**config.mk**
```make
export PLATFORM = sky130hd
export DESIGN_NAME = aocc_regs
export DESIGN_NICKNAME = d
export VERILOG_FILES = /design/src/design/aocc_pkg.sv /design/src/design/aocc_chan_decode.sv /design/src/design/aocc_regs.sv
export VERILOG_INCLUDE_DIRS = /design/src /design/src/design
export SDC_FILE = /design/constraint.sdc
export NUM_CORES = 1
export LEC_CHECK = 0
export BUFFER_PORTS_ARGS = -buffer_cell sky130_fd_sc_hd__buf_4
export CELL_PAD_IN_SITES_DETAIL_PLACEMENT = 1
export CELL_PAD_IN_SITES_GLOBAL_PLACEMENT = 2
export CORE_ASPECT_RATIO = 0.7
export CORE_UTILIZATION = 26
export CTS_CLUSTER_DIAMETER = 120
export DETAILED_ROUTE_END_ITERATION = 16
export PLACE_DENSITY_LB_ADDON = 0.1
export REMOVE_ABC_BUFFERS = 1
export SYNTH_ARGS = -nofsm -noshare
export SYNTH_HDL_FRONTEND = slang
export SYNTH_SLANG_ARGS = --single-unit
export TNS_END_PERCENT = 20
```
**constraint.sdc**
```tcl
create_clock -name sys_clk -period 2.18 [get_ports sys_clk]
set_clock_uncertainty 0.2 [all_clocks]
set_input_delay 0.218 -clock sys_clk [delete_from_list [all_inputs] [get_ports sys_clk]]
set_output_delay 0.218 -clock sys_clk [all_outputs]
set_load 0.05 [all_outputs]
```
**src/design/aocc_defines.svh**
```systemverilog
// Register addresses, field positions, reset values and fixed codes
`ifndef AOCC_DEFINES_SVH
`define AOCC_DEFINES_SVH
`define AOCC_ADDR_CONV        7'h00
`define AOCC_ADDR_CONFIG      7'h02
`define AOCC_ADDR_CHANNEL     7'h03
`define AOCC_WR_BIT           15
`define AOCC_ADDR_MSB         15
`define AOCC_SEL_MSB          14
`define AOCC_ADDR_LSB         9
`define AOCC_OS_MSB           4
`define AOCC_OS_LSB           2
`define AOCC_STATUS_EN_BIT    1
`define AOCC_CRC_EN_BIT       0
`define AOCC_CH_B_MSB         7
`define AOCC_CH_B_LSB         4
`define AOCC_CH_A_MSB         3
`define AOCC_CH_A_LSB         0
`define AOCC_CONFIG_RESET     9'h000
`define AOCC_CHANNEL_RESET    9'h000
`define AOCC_TEST_CODE_A      16'hAAAA
`define AOCC_TEST_CODE_B      16'h5555
`define AOCC_CODE_TEST        4'hB
`endif

```
**src/design/aocc_pkg.sv**
```systemverilog
// Types shared by the configuration and channel register block
package aocc_pkg;
  typedef enum logic [1:0] {
    AOCC_SRC_PAIR,
    AOCC_SRC_SUPPLY,
    AOCC_SRC_REGULATOR,
    AOCC_SRC_TEST
  } aocc_source_t;

  typedef enum logic [2:0] {
    AOCC_RD_REG,
    AOCC_RD_CONV_A,
    AOCC_RD_CONV_B,
    AOCC_RD_STATUS
  } aocc_read_state_t;
endpackage

```
**src/design/aocc_chan_decode.sv**
```systemverilog
// Decoder for one converter channel select field
`include "aocc_defines.svh"
module aocc_chan_decode (
  input  wire logic [3:0]            code,
  output aocc_pkg::aocc_source_t     source,
  output logic      [2:0]            pair,
  output logic                       reserved
);
  import aocc_pkg::*;

  always_comb begin
    pair     = code[2:0];
    reserved = 1'b0;
    source   = AOCC_SRC_PAIR;
    unique case (code)
      4'h8: begin
        source = AOCC_SRC_SUPPLY;
      end
      4'h9: begin
        source = AOCC_SRC_REGULATOR;
      end
      `AOCC_CODE_TEST: begin
        source = AOCC_SRC_TEST;
      end
      4'hA, 4'hC, 4'hD, 4'hE, 4'hF: begin
        reserved = 1'b1;
      end
      default: begin
        source = AOCC_SRC_PAIR;
      end
    endcase
  end
endmodule

```
**src/design/aocc_regs.sv**
```systemverilog
// Configuration low bits and channel register with 16-bit frame access
// Behaviour
// - The three-bit oversample field resets to zero, 000 means off and 001..111 mean ratios 2 to 128.
// - With both append enables clear (reset) no status word follows the conversion words.
// - With it set the status word follows the last conversion word when every selected channel is read.
// - The low eight bits of the appended status word carry the CRC result.
// - The CRC append enable at bit 0 acts exactly like the status append enable and both reset to zero.
// - In manual mode the channel register picks the pair or internal source for the next conversion.
// - Converter B field codes 0..7 pick pairs, 8 the supply monitor, 9 the regulator, 10 and 12 to 15 are reserved.
// - Code 1011 in a converter's own field makes its read conversion code 0xAAAA for converter A or 0x5555 for converter B.
// - Converter A field sits in the low bits, decodes the same way, is read/write and resets to zero.
// - The channel register resets to all zeros, pair 0 on both converters.
// - Each register word holds its address in the upper seven bits and a reserved zero bit 8.
// - Frame bit 15 set writes the low nine bits; clear makes the next operation a read.
// - Address 00010 is the configuration register and 00011 the channel register.
// - A read frame with address zero returns conversion codes instead of register contents.
`include "aocc_defines.svh"
module aocc_regs (
  input  wire logic                   sys_clk,
  input  wire logic                   rst,
  input  wire logic                   frame_valid,
  input  wire logic [15:0]            frame_data,
  input  wire logic                   word_pop,
  input  wire logic [15:0]            conv_code_a,
  input  wire logic [15:0]            conv_code_b,
  input  wire logic                   all_channels_read,
  input  wire logic [7:0]             crc_result,
  input  wire logic [7:0]             status_upper,
  output logic      [15:0]            read_word,
  output logic                        read_valid,
  output logic      [2:0]             oversample_ratio_field,
  output logic                        oversample_on,
  output logic      [7:0]             oversample_ratio,
  output logic                        append_status,
  output aocc_pkg::aocc_source_t      source_a,
  output aocc_pkg::aocc_source_t      source_b,
  output logic      [2:0]             pair_a,
  output logic      [2:0]             pair_b,
  output logic                        channel_reserved
);
  import aocc_pkg::*;

  // ********************************
  // State
  // ********************************
  typedef struct packed {
    logic [8:0]       config_bits;
    logic [8:0]       channel_bits;
    aocc_read_state_t rd_state;
    logic [15:0]      word;
    logic             valid;
  } aocc_state_t;

  aocc_state_t state_reg;
  aocc_state_t state_next;

  aocc_source_t dec_src_a;
  aocc_source_t dec_src_b;
  logic [2:0]   dec_pair_a;
  logic [2:0]   dec_pair_b;
  logic         dec_res_a;
  logic         dec_res_b;

  // ********************************
  // Helper functions
  // ********************************
  // Register address of a frame; bit 15 is the write flag and never part of the address
  function automatic logic [6:0] frame_addr(input logic [15:0] f);
    frame_addr = {1'b0, f[`AOCC_SEL_MSB:`AOCC_ADDR_LSB]};
  endfunction

  function automatic logic addr_is(input logic [15:0] f, input logic [6:0] a);
    addr_is = (frame_addr(f) == a);
  endfunction

  function automatic logic [15:0] reg_word(input logic [6:0] addr, input logic [8:0] bits);
    reg_word = {addr, 1'b0, bits[7:0]};
  endfunction

  // Only the oversample and append bits live here; bits 8:5 read back as zero
  function automatic logic [8:0] config_from(input logic [15:0] f);
    config_from = {4'h0, f[`AOCC_OS_MSB:`AOCC_CRC_EN_BIT]};
  endfunction

  // Reserved bit 8 is stored as zero so reads show zero
  function automatic logic [8:0] channel_from(input logic [15:0] f);
    channel_from = {1'b0, f[`AOCC_CH_B_MSB:`AOCC_CH_A_LSB]};
  endfunction

  // Samples per channel; one when oversampling is off
  function automatic logic [7:0] ratio_of(input logic [2:0] field);
    logic [7:0] r;
    r = 8'h01;
    unique case (field)
      3'h0: r = 8'h01;
      3'h1: r = 8'h02;
      3'h2: r = 8'h04;
      3'h3: r = 8'h08;
      3'h4: r = 8'h10;
      3'h5: r = 8'h20;
      3'h6: r = 8'h40;
      3'h7: r = 8'h80;
    endcase
    ratio_of = r;
  endfunction

  // Self-test pattern replaces the result; the converter itself keeps running
  function automatic logic [15:0] conv_or_pattern(input aocc_source_t src,
                                                  input logic [15:0] pattern,
                                                  input logic [15:0] conv);
    conv_or_pattern = (src == AOCC_SRC_TEST) ? pattern : conv;
  endfunction

  function automatic logic [15:0] status_word(input logic [7:0] upper,
                                              input logic [7:0] crc);
    status_word = {upper, crc};
  endfunction

  // Unhandled addresses answer with their address and zero data
  function automatic logic [15:0] readback(input logic [6:0] addr,
                                           input logic [8:0] cfg,
                                           input logic [8:0] chan);
    logic [15:0] w;
    w = reg_word(addr, 9'h000);
    if (addr == `AOCC_ADDR_CONFIG) begin
      w = reg_word(addr, cfg);
    end else if (addr == `AOCC_ADDR_CHANNEL) begin
      w = reg_word(addr, chan);
    end
    readback = w;
  endfunction

  // ********************************
  // Decoders
  // ********************************
  aocc_chan_decode u_dec_a (
    .code     (state_reg.channel_bits[`AOCC_CH_A_MSB:`AOCC_CH_A_LSB]),
    .source   (dec_src_a),
    .pair     (dec_pair_a),
    .reserved (dec_res_a)
  );

  aocc_chan_decode u_dec_b (
    .code     (state_reg.channel_bits[`AOCC_CH_B_MSB:`AOCC_CH_B_LSB]),
    .source   (dec_src_b),
    .pair     (dec_pair_b),
    .reserved (dec_res_b)
  );

  // ********************************
  // Frame decode
  // ********************************
  logic        frame_write;
  logic        frame_read;
  logic        hit_conv;
  logic        hit_config;
  logic        hit_channel;
  logic        take_pop;
  logic [15:0] code_a;
  logic [15:0] code_b;

  assign frame_write = frame_valid & frame_data[`AOCC_WR_BIT];
  assign frame_read  = frame_valid & ~frame_data[`AOCC_WR_BIT];
  assign hit_conv    = addr_is(frame_data, `AOCC_ADDR_CONV);
  assign hit_config  = addr_is(frame_data, `AOCC_ADDR_CONFIG);
  assign hit_channel = addr_is(frame_data, `AOCC_ADDR_CHANNEL);
  assign take_pop    = word_pop & state_reg.valid;
  assign code_a      = conv_or_pattern(dec_src_a, `AOCC_TEST_CODE_A, conv_code_a);
  assign code_b      = conv_or_pattern(dec_src_b, `AOCC_TEST_CODE_B, conv_code_b);

  // ********************************
  // Next state
  // ********************************
  always_comb begin
    state_next = state_reg;
    // Pop walks the conversion burst: word A, word B, then the optional status word
    if (take_pop) begin
      state_next.valid = 1'b0;
      unique case (state_reg.rd_state)
        AOCC_RD_CONV_A: begin
          state_next.word     = code_b;
          state_next.valid    = 1'b1;
          state_next.rd_state = AOCC_RD_CONV_B;
        end
        AOCC_RD_CONV_B: begin
          // Status only when the host drained every selected channel
          if (append_status && all_channels_read) begin
            state_next.word     = status_word(status_upper, crc_result);
            state_next.valid    = 1'b1;
            state_next.rd_state = AOCC_RD_STATUS;
          end else begin
            state_next.rd_state = AOCC_RD_REG;
          end
        end
        default: begin
          state_next.rd_state = AOCC_RD_REG;
        end
      endcase
    end
    // A read frame in the same cycle as a pop wins; the host restarts the readout
    if (frame_write) begin
      if (hit_config) begin
        state_next.config_bits = config_from(frame_data);
      end else if (hit_channel) begin
        state_next.channel_bits = channel_from(frame_data);
      end
    end
    if (frame_read) begin
      state_next.valid = 1'b1;
      if (hit_conv) begin
        state_next.word     = code_a;
        state_next.rd_state = AOCC_RD_CONV_A;
      end else begin
        state_next.word     = readback(frame_addr(frame_data), state_reg.config_bits,
                                       state_reg.channel_bits);
        state_next.rd_state = AOCC_RD_REG;
      end
    end
  end

  always_ff @(posedge sys_clk or posedge rst) begin
    if (rst) begin
      state_reg.config_bits  <= `AOCC_CONFIG_RESET;
      state_reg.channel_bits <= `AOCC_CHANNEL_RESET;
      state_reg.rd_state     <= AOCC_RD_REG;
      state_reg.word         <= 16'h0000;
      state_reg.valid        <= 1'b0;
    end else begin
      state_reg <= state_next;
    end
  end

  // ********************************
  // Outputs
  // ********************************
  assign read_word              = state_reg.word;
  assign read_valid             = state_reg.valid;
  assign oversample_ratio_field = state_reg.config_bits[`AOCC_OS_MSB:`AOCC_OS_LSB];
  assign oversample_on          = (oversample_ratio_field != 3'h0);
  assign oversample_ratio       = ratio_of(oversample_ratio_field);
  assign append_status          = state_reg.config_bits[`AOCC_STATUS_EN_BIT]
                                | state_reg.config_bits[`AOCC_CRC_EN_BIT];
  assign source_a               = dec_src_a;
  assign source_b               = dec_src_b;
  assign pair_a                 = dec_pair_a;
  assign pair_b                 = dec_pair_b;
  assign channel_reserved       = dec_res_a | dec_res_b;
endmodule

```
* After elaboration in Yosys (flattened, before gate mapping)
Memories as Yosys holds them, arrays and structs flattened. Index checks and enable logic that the tools add are counted.
Cells by class: eq/ne operators 23, multiplexer cells 15, bitwise gates (word level) 7, reduce and logical (&&, ||, !) cells 10
Operators by type and width (count):
- $eq 4x4->1 const B | 16
- $mux 20 | 2
- $mux 17 | 2
- $pmux 17 s2 | 1
- $mux 16 | 2
- $mux 8 | 2
- $eq 6x2->1 const B | 2
- $pmux 2 s3 | 2
- $reduce_or 5->1 | 2
- $logic_not 6->1 | 1
- $pmux 3 s2 | 1
- $reduce_and 3->1 | 2
- $reduce_bool 3->1 | 2
- $eq 2x2->1 const B | 2
- $and 1x1->1 | 3
- $eq 3x1->1 const B | 1
- $eq 3x2->1 const B | 1
- $ne 3x3->1 const B | 1
- $mux 1 | 2
- $mux 2 | 1
- $not 1->1 | 2
- $or 1x1->1 | 2
- $reduce_and 2->1 | 1
- $reduce_bool 2->1 | 1
- $logic_and 1x1->1 | 1
Storage, ports and cells: register bits after elaboration 33, memory bits (read-only) 64, input bits 69, output and inout bits 41, logic and storage cells 61, memories kept 1
Memory list:
- (name not given) | words 8, width 8, read ports 1, clocked after memory_dff 0, wr ports 0, RTL line aocc_regs.sv:94 | unique case (field)

* Logic depth before layout (Yosys ltp)
Gate-level depths: netlist (run 1).
word-level depth 7, depth in mapped cells 8, depth with buffers taken out 6

* Modules after synthesis
Synthesis (run 1) repeated with hierarchy kept, for this count alone.
Second synthesis, totals: cells, all modules 251, area, all modules 2302.2 um^2
Modules (own cells, without submodules):
- aocc_regs | instances 1, cells an instance 235, area each 2162.1 um^2, sequential area each 800.8 um^2
- aocc_chan_decode | instances 2, cells an instance 8, area each 70.1 um^2, sequential area each 0.0 um^2

* Least setup slack after synthesis (run 1)
Ideal clock, no wire load.
kind register -> output, start register state_reg[21] (netlist bit), end output port source_a[0], arrival 2209 ps, data required time 1762 ps, slack -447 ps, cell stages (with the launch flop) 3, buffers on the path 0, path through dfrtp_1 nor2b_1 nor4b_1
On the way: longest elaborated chain between the ends 2, elaborated cells on any way between the ends 4, classes of those cells eq/ne: 3; mux: 1
Ends and longest elaborated chain:
- start, declared | RTL line aocc_regs.sv:54 | aocc_state_t state_reg;
- start signal, assigned | RTL line aocc_regs.sv:229 | state_reg <= state_next;
- $eq 4x4->1 | RTL line aocc_chan_decode.sv:15 | unique case (code)
- $pmux 2 s3 * | RTL line aocc_chan_decode.sv:15
- end, declared | RTL line aocc_regs.sv:35 | output aocc_pkg::aocc_source_t source_a,
Mark *: on every way between the ends. The rest lies on a longest branch, timed or not.

* Final worst setup path (run 1)
start register state_reg[17] (netlist bit), end register state_reg (netlist bit read_word[14])
On the way: longest elaborated chain between the ends 4, elaborated cells on any way between the ends 8, classes of those cells eq/ne: 3; mux: 3; reduce/logical: 2
Ends and longest elaborated chain:
- $eq 3x2->1 or $eq 3x1->1 (tied branches) | RTL line aocc_regs.sv:179 | unique case (state_reg.rd_state)
- $pmux 17 s2 | RTL line aocc_regs.sv:179
- $mux 20 | RTL line aocc_regs.sv:177 | if (take_pop) begin
- $mux 20 | RTL line aocc_regs.sv:208 | if (frame_read) begin
Several ways; a longest one is shown, not always the timed one. The select of a mux whose other input is x is not followed. A chain may end at the register's enable or synchronous reset.

==> metrics.md, run 1 <==
| Metric | Value |
|---|---|
| Post-synth top flop | dfrtp_1 |
| Syn avg cell area | ~9 µm² |
| Outcome | complete, no violations |
| Core Rows | 28 |
| Setup TNS | 0 ns |
| Die Span Y | slightly above 80 µm |
| Post-cts gate resize count | 0 |
| Crit end category | register |
| Static Leakage | 1.52 nW |
| DR pass1 iterations | 4 |
| Register area share after synthesis | 34.6% |
| Main combinational cell family by area after synthesis | compound AO/OA/AOI/OAI gates |
| P_sw | 0.715 mW |
| Slowest cell delay on critical path | between 0.3 and 0.4 ns |
| Crit path max-delay family | compound AO/OA/AOI/OAI gates |
| Worst path depth | 7 |
| Ratio of final minimum period to clock period | 93.5% |
| Post-synth EDFFs | 0 |
| Worst vdd ir | 0.290 mV |
| Setup WS pre-CTS | 0.182 ns |
| Root buf cell | clkbuf_16 |
| Crit path cell chain | inv_1, ha_1, nand2b_1, a21oi_1, buf_4, a21oi_1, o32a_1 |
| Yosys warning total | 0 |
| Synth Instances | 257 |
| P_int | 1.37 mW |
| Clock insertion delay at the later pin of the skew report | 0.27 ns |
| Global placer's final weighted congestion | between 0.7 and 0.8 |
| Core area | 8550 µm² |
| Crit path arrival time | 1.99 ns |
| Residual DRC | 0 |
| Adder-cell share of the synthesized area | 1.08% |
| Largest net degree at the start of global routing | 33 |
| Final ANT Viol Nets | 0 |
| XOR/XNOR share of the synthesized area | 0% |
| Synth Area in Compound Gates | 23.9% |
| Max Freq | around 490 MHz |
| Combinational power share | 32.3% |
| GRT overflow | 0 |
| Hold Path Stages | 2 |
| Vias in the first global route | about 2500 |
| Via density | ~4.9 |
| First-pass GRT wire length | around 13 mm |
| CTS H-tree lvls | 2 |
| Post-synthesis mux area share | 6.81% |
| Hold WC Path Type | primary input to register |
| HPWL Detailed | 6.51 mm |
| Max reg flops | 16 |
| Finished Layout Cells | 475 |
| FFs w/ async S/R, synth | between 90% and 100% |
| Share of layout cells above drive strength 1 | 42.8% |
| Power per standard cell area | 621 nW/µm² |
| Cells after DPL | 459 |
| Initial drt markers | 79 |
| Slowest cell on crit path | dfrtp_1 |
| Reg power frac | 33.9% |
| Diodes inserted | 0 |
| Cts bufs inserted | 5 |
| Num Clock Sinks | 32 |
| Worst reg2reg path depth | 7 |
| Fin. Hold Viols | 0 |
| Simple logic cell fraction of the synthesized area | 21.7% |
| Critical path peak fanout | 7 |
| Area grow syn2layout | 45.3% |
| Clock slew at reported path FFs | 0.05 ns |
| Max cap viols | 0 |
| RSZ-0062 raised after global routing | false |
| Initial antenna violation count | 0 |
| Final setup fails | 0 |
| WP data required | 2.14 ns |
| Post-synth cell types | 54 |
| WS Path Type | register to register |
| Fin. max-slew vios | 0 |
| Gr usage total | 19.1% |
| Minimum clock period | just over 2 ns |
| Switch share | 34.3% |
| Clk pwr share | 33.9% |
| Synth Register Bits | 32 |
| Fillcell total | 1040 |
| Total Routed Length | 8.57 mm |
| Vias | between 2000 and 2500 |
| Full die area | between 9000 and 10000 µm² |
| I/O pin count | 110 |
| Die width | 115 µm |
| Slew HR | approximately three fifths |
| Avg WL per Cell | 18.0 µm |
| Initial Util | 27.1% |
| WP buf/inv | 2 |
| Clk buf depth | 2 |
| Fin nets | 425 |
| Power Total | 2.09 mW |
| Type of origin of the critical path | register |
| Worst Tran Pin Value | 0.590 ns |
| CTS tree | done |
| Final worst slack | 0.142 ns |
| Syn Std Cell Area | ~2300 µm² |
| Cell mode on critical path | a21oi_1 |
| Post-CTS Setup Bufs | 0 |
| IO buf count | 108 |
-- cells in the mapped netlist, drive strengths merged, types with 4 or more instances --
cell / instances / area share, %
buf: 33 / 9.8
dfrtp: 32 / 35
nand2: 24 / 3.9
nor2: 16 / 3.0
mux2: 14 / 6.8
a21oi: 13 / 2.8
o21ai: 13 / 2.8
clkbuf: 9 / 1.5
nand3: 7 / 1.5
nor2b: 6 / 1.6
a31oi: 5 / 1.4
nor3: 5 / 1.1
o22a: 5 / 1.9
inv: 4 / 0.65
nand2b: 4 / 1.1
o32ai: 4 / 1.5
-- worst reg2reg max path, cell delays in order, from the launching register on --
cell	delay, ns
dfrtp_1	0.37
inv_1	0.06
ha_1	0.22
nand2b_1	0.15
a21oi_1	0.27
buf_4	0.22
a21oi_1	0.10
o32a_1	0.33
-- power groups by stage --
stage	clock [mW]	combinational [mW]	sequential [mW]
6_report	0.706	0.673	0.706
4_1_cts	0.724	0.679	0.707
3_5_place_dp	0	0.666	0.717
5_1_grt	0.752	0.711	0.717
3_3_place_gp	0	0.662	0.717
2_1_floorplan	0	0.205	0.883
-- layout make-up --
class,count,area (µm²),share of cell area (%)
flip-flops and latches,32,801,23.8
well taps,120,150,4.47
multi-input cells,179,1240,36.8
repair buffers,132,1010,30.1
inverters,4,15.0,0.447
clock buffers,8,146,4.36
-- per-stage QoR --
stage | util, % | hold WS (ns) | area, µm²
global placement | 36.7 | 0.163 | 3130
global route | 39.3 | 0.00114 | 3360
finish | 39.3 | 0.00871 | 3360
CTS | 39.3 | 0.00101 | 3360
detailed placement | 36.7 | 0.161 | 3130
floorplan | - | 0.134 | 2050
-- what timing repair did --
action | 4_1_cts | 5_1_grt
endpoints found under the hold margin | 43 | 0
hold buffers | 8 | 0
endpoints found under the setup margin | 0 | 0
-- cell usage in the layout (no fill, tap or decap), drive strengths merged, types with 4 or more instances in the layout --
cell type    count
clkbuf           8
nor3             5
nor2            16
a31oi            5
a21oi           13
inv              4
nand3            7
nand2b           4
nor2b            6
dlygate4sd3      8
mux2            14
nand2           24
buf            124
o21ai           13
dfrtp           32
o22a             5
o32ai            4
-- final timing paths --
path | from | to | slack (ns)
min reg2reg | read_word[14] | read_word[14] | 0.30
min | frame_data[2] | state_reg[22] | 0.009
min in group asynchronous | rst | state_reg[24] | 0.41
max reg2reg | state_reg[17] | read_word[14] | 0.14
max in group asynchronous | rst | read_word[1] | 1.06
max | state_reg[17] | read_word[14] | 0.14
-- per-layer routing --
| layer | track usage [%] | vias to the layer above | wire length [µm] |
|---|---|---|---|
| li1 | - | 1124 | - |
| met1 | 27.3 | 1155 | 4290 |
| met2 | 30.8 | 51 | 3920 |
| met3 | 3.28 | 2 | 326 |
| met4 | 3.12 | 0 | 37 |
| met5 | 0 | - | 0 |
-- kinds of logic after synthesis --
kind of cell	count (synthesis)
compound gates	75
fa+ha+maj	2
buf+inv	46
flops	32
mux	14
simple gates	88
No activity file was read; power rests on OpenSTA's default activity.
==> run 2: changes to the inputs <==
--- a/config.mk
+++ b/config.mk
@@ -6,11 +6,12 @@
 export SDC_FILE = /design/constraint.sdc
 export NUM_CORES = 1
 export LEC_CHECK = 0
+export ABC_AREA = 1
 export BUFFER_PORTS_ARGS = -buffer_cell sky130_fd_sc_hd__buf_4
 export CELL_PAD_IN_SITES_DETAIL_PLACEMENT = 1
 export CELL_PAD_IN_SITES_GLOBAL_PLACEMENT = 2
 export CORE_ASPECT_RATIO = 0.7
-export CORE_UTILIZATION = 26
+export CORE_UTILIZATION = 21
 export CTS_CLUSTER_DIAMETER = 120
 export DETAILED_ROUTE_END_ITERATION = 16
 export PLACE_DENSITY_LB_ADDON = 0.1
==> constraint.sdc (replaced) <==
create_clock -name sys_clk -period 1.7 [get_ports sys_clk]
set_clock_uncertainty 0.2 [all_clocks]
set_input_delay 0.17 -clock sys_clk [delete_from_list [all_inputs] [get_ports sys_clk]]
set_output_delay 0.17 -clock sys_clk [all_outputs]
set_load 0.05 [all_outputs]
==> run 2 against run 1 <==
Net effect: clock power rose by 32%; wire length rose by 21%; worst hold slack improved by 0.029 ns; combinational power rose by 26%; clock-buffer cell count fell by 2; non-clock buffer count rose by 13.
==> metrics.md, run 2 <==
| Metric | Value |
|---|---|
| Outcome | complete, no violations |
| Syn avg cell area | about 6.4 µm² |
| Static Leakage | 2.23 nW |
| XOR/XNOR share of the synthesized area | 0% |
| CTS H-tree lvls | 2 |
| Share of layout cells above drive strength 1 | between 30 and 40% |
| Yosys warning total | 0 |
| Total Routed Length | around 10 mm |
| Diodes inserted | 0 |
| Worst Tran Pin Value | 0.479 ns |
| Cts bufs inserted | 5 |
| Vias | 2840 |
| Avg WL per Cell | 15.6 µm |
| Setup WS pre-CTS | -0.0343 ns |
| Via density | 4.29 |
| Worst reg2reg path depth | 12 |
| Vias in the first global route | ~2900 |
| Die Span Y | between 90 and 100 µm |
| FF/Latch Area | slightly above 800 µm² |
| Post-synthesis mux area share | 0% |
| Full die area | 12300 µm² |
| Initial Util | 22.0% |
| Power per standard cell area | around 670 nW/µm² |
| Slew HR | 68.1% |
| HPWL Detailed | 7.51 mm |
| Synth Area in Compound Gates | between 10% and 20% |
| Initial antenna violation count | 0 |
| Top cells by area, synth | dfrtp_1, nand2_1, buf_4, inv_1, nand3_1 |
| Initial drt markers | 132 |
| Clock slew at reported path FFs | 0.05 ns |
| Post-synth EDFFs | 0 |
| Post-synth cell types | 29 |
| Final ANT Viol Nets | 0 |
| WHS Endpoint | read_word[13] |
| Synth Instances | 391 |
| Syn Std Cell Area | 2490 µm² |
| WS Path Type | register to primary output |
| Clk buf depth | 2 |
| FFs w/ async S/R, synth | 100% |
| Clock insertion delay at the later pin of the skew report | 0.28 ns |
| Max cap viols | 0 |
| Num Clock Sinks | 32 |
| Top-area cell type share of the netlist area | 32.2% |
| Most common cell after layout, fill and taps aside | nand2_1 |
| Die width | 132 µm |
| Cell type with the largest total area after synthesis | dfrtp_1 |
| Top routing layer used | met4 |
| Crit path arrival time | ~1.3 ns |
| Root buf cell | clkbuf_16 |
| Critical path peak fanout | 4 |
| IO buf count | between 100 and 150 |
| Register area share after synthesis | 32.2% |
| Top cells by count, synth | nand2_1, inv_1, dfrtp_1 |
| Area grow syn2layout | 59.3% |
| Met1 wire length | 5.43 mm |
| I/O pin count | 110 |
| Global placer's final weighted congestion | just under 0.8 |
| Simple logic cell fraction of the synthesized area | a little under two fifths |
| Residual DRC | 0 |
| Reg-to-reg slack, setup | about 0.080 ns |
| Power Total | 2.66 mW |
| Final worst slack | between 0.03 and 0.04 ns |
| Adder-cell share of the synthesized area | 1.01% |
| Fin. max-slew vios | 0 |
| Crit end category | primary output |
| Largest net degree at the start of global routing | 33 |
| Critical R2R Launch | state_reg[18] |
| Fin. Hold Viols | 0 |
| Hold Path Stages | 5 |
| Hold_sp | frame_data[13] |
| Core area | about 11000 µm² |
| Worst vdd ir | 0.311 mV |
| Most frequent cells in the layout | nand2_1, buf_4, inv_1 |
| Max reg flops | 16 |
| Met3 wirelength from detailed routing | 466 µm |
| RSZ-0062 raised after global routing | true |
| Fin nets | 579 |
| Hold WC Path Type | primary input to register |
| Ratio of final minimum period to clock period | 97.8% |
| Placed Area | 3450 µm² |
| CTS tree | done |
| Main combinational cell family by area after synthesis | simple AND/OR/NAND/NOR gates |
| Gr usage total | 16.8% |
| Core Rows | 32 |
| Crit path cell chain | buf_4, a21oi_2, o211a_1, buf_6 |
| Slowest cell delay on critical path | 0.38 ns |
| Slowest cell on crit path | dfrtp_1 |
| WP buf/inv | 2 |
| Type of origin of the critical path | register |
| Final setup fails | 0 |
| Terminus of the critical flop-to-flop path | read_word[11] |
| Fin area | 3960 µm² |
| Minimum clock period | 1.66 ns |
| WP data required | approximately 1.3 ns |
| Area of the multi-input gates | 1350 µm² |
| WL met2 | 4.38 mm |
| Fillcell total | 1425 |
| Max Freq | 602 MHz |
| DR pass1 iterations | 4 |
| Count leader, synth | nand2_1 |
| GRT overflow | 0 |
| Post-synth top flop | dfrtp_1 |
| First-pass GRT wire length | between 15 and 20 mm |
| Synth Register Bits | 32 |
| Crit path max-delay family | flip-flops |
[run 2: cell types whose count changed after synthesis, moves of 5 or more]
cell and delta:
a21oi_1 -7, nand3_1 +14, o21ai_0 +7, nor2b_1 -6
o21ai_2 +5, o211ai_1 +6, mux2_2 -13, clkbuf_1 -9
inv_1 +41, nand2_1 +150, a31oi_1 -5, o22a_1 -5
[run 2: worst max-delay path by stage]
stage                                         start                   to  slack, ns  depth (start not counted)
final                                 state_reg[26]          source_b[0]       0.04                          4
after CTS                 oversample_ratio_field[1]  oversample_ratio[7]      0.003                          3
after detailed placement              state_reg[17]         read_word[5]      -0.03                         13
after global routing      oversample_ratio_field[1]  oversample_ratio[6]      -0.05                          3
after floorplan           oversample_ratio_field[0]        oversample_on      -1.08                          2
after global placement                state_reg[17]         read_word[5]      -0.01                         13
[run 2: repair_timing]
action,in CTS,in global routing
gates resized for setup,11,37
hold endpoints to repair,46,0
cloned,0,4
pin swaps,0,26
endpoints found under the setup margin,25,28
hold buffers,11,0
setup buffers,0,3
[run 2: layer usage]
metal | global-route usage, % | vias up
met3 | 3.74 | 7
met1 | 23.6 | 1337
met5 | 0 | -
met4 | 4.46 | 0
met2 | 25.9 | 66
li1 | - | 1430
[run 2: cell families after synthesis]
family,after synthesis
fa+ha+maj,2
buf+inv,84
flops,32
simple gates,228
compound gates,45
[run 2: layout make-up]
cell class / instances / area share, %
timing repair buffer: 145 / 32.0
multi-input combinational: 275 / 34.0
clock buffer: 6 / 3.50
inverter: 49 / 5.02
sequential: 32 / 20.4
tap: 153 / 4.83
clock inverter: 2 / 0.253
[run 2: stage by stage]
stage | std cells | TNS [ns] | hold WS [ns] | util [%]
4_1_cts | 655 | 0 | 0.0346 | 33.1
6_report | 662 | 0 | 0.0378 | 35.1
3_3_place_gp | 636 | -0.0169 | 0.117 | 30.6
5_1_grt | 662 | -0.257 | 0.0775 | 35.1
2_1_floorplan | 356 | -10.81 | 0.0862 | -
3_5_place_dp | 636 | -0.196 | 0.121 | 30.6
[run 2: worst reg2reg max path: stages, from the launching register on]
cell	delay, ns
dfrtp_1	0.41
ha_4	0.18
nand2_2	0.05
inv_2	0.04
nand2_4	0.09
inv_8	0.05
clkbuf_16	0.16
nand2_1	0.06
nand2_1	0.05
nand2_1	0.05
nand3_1	0.06
nand2_1	0.06
nand2_1	0.04
[run 2: report_power, final]
part / total, mW / switching [mW] / internal (mW)
clock network: 0.929 / 0.351 / 0.577
registers: 0.888 / 0.0644 / 0.823
logic: 0.845 / 0.531 / 0.314
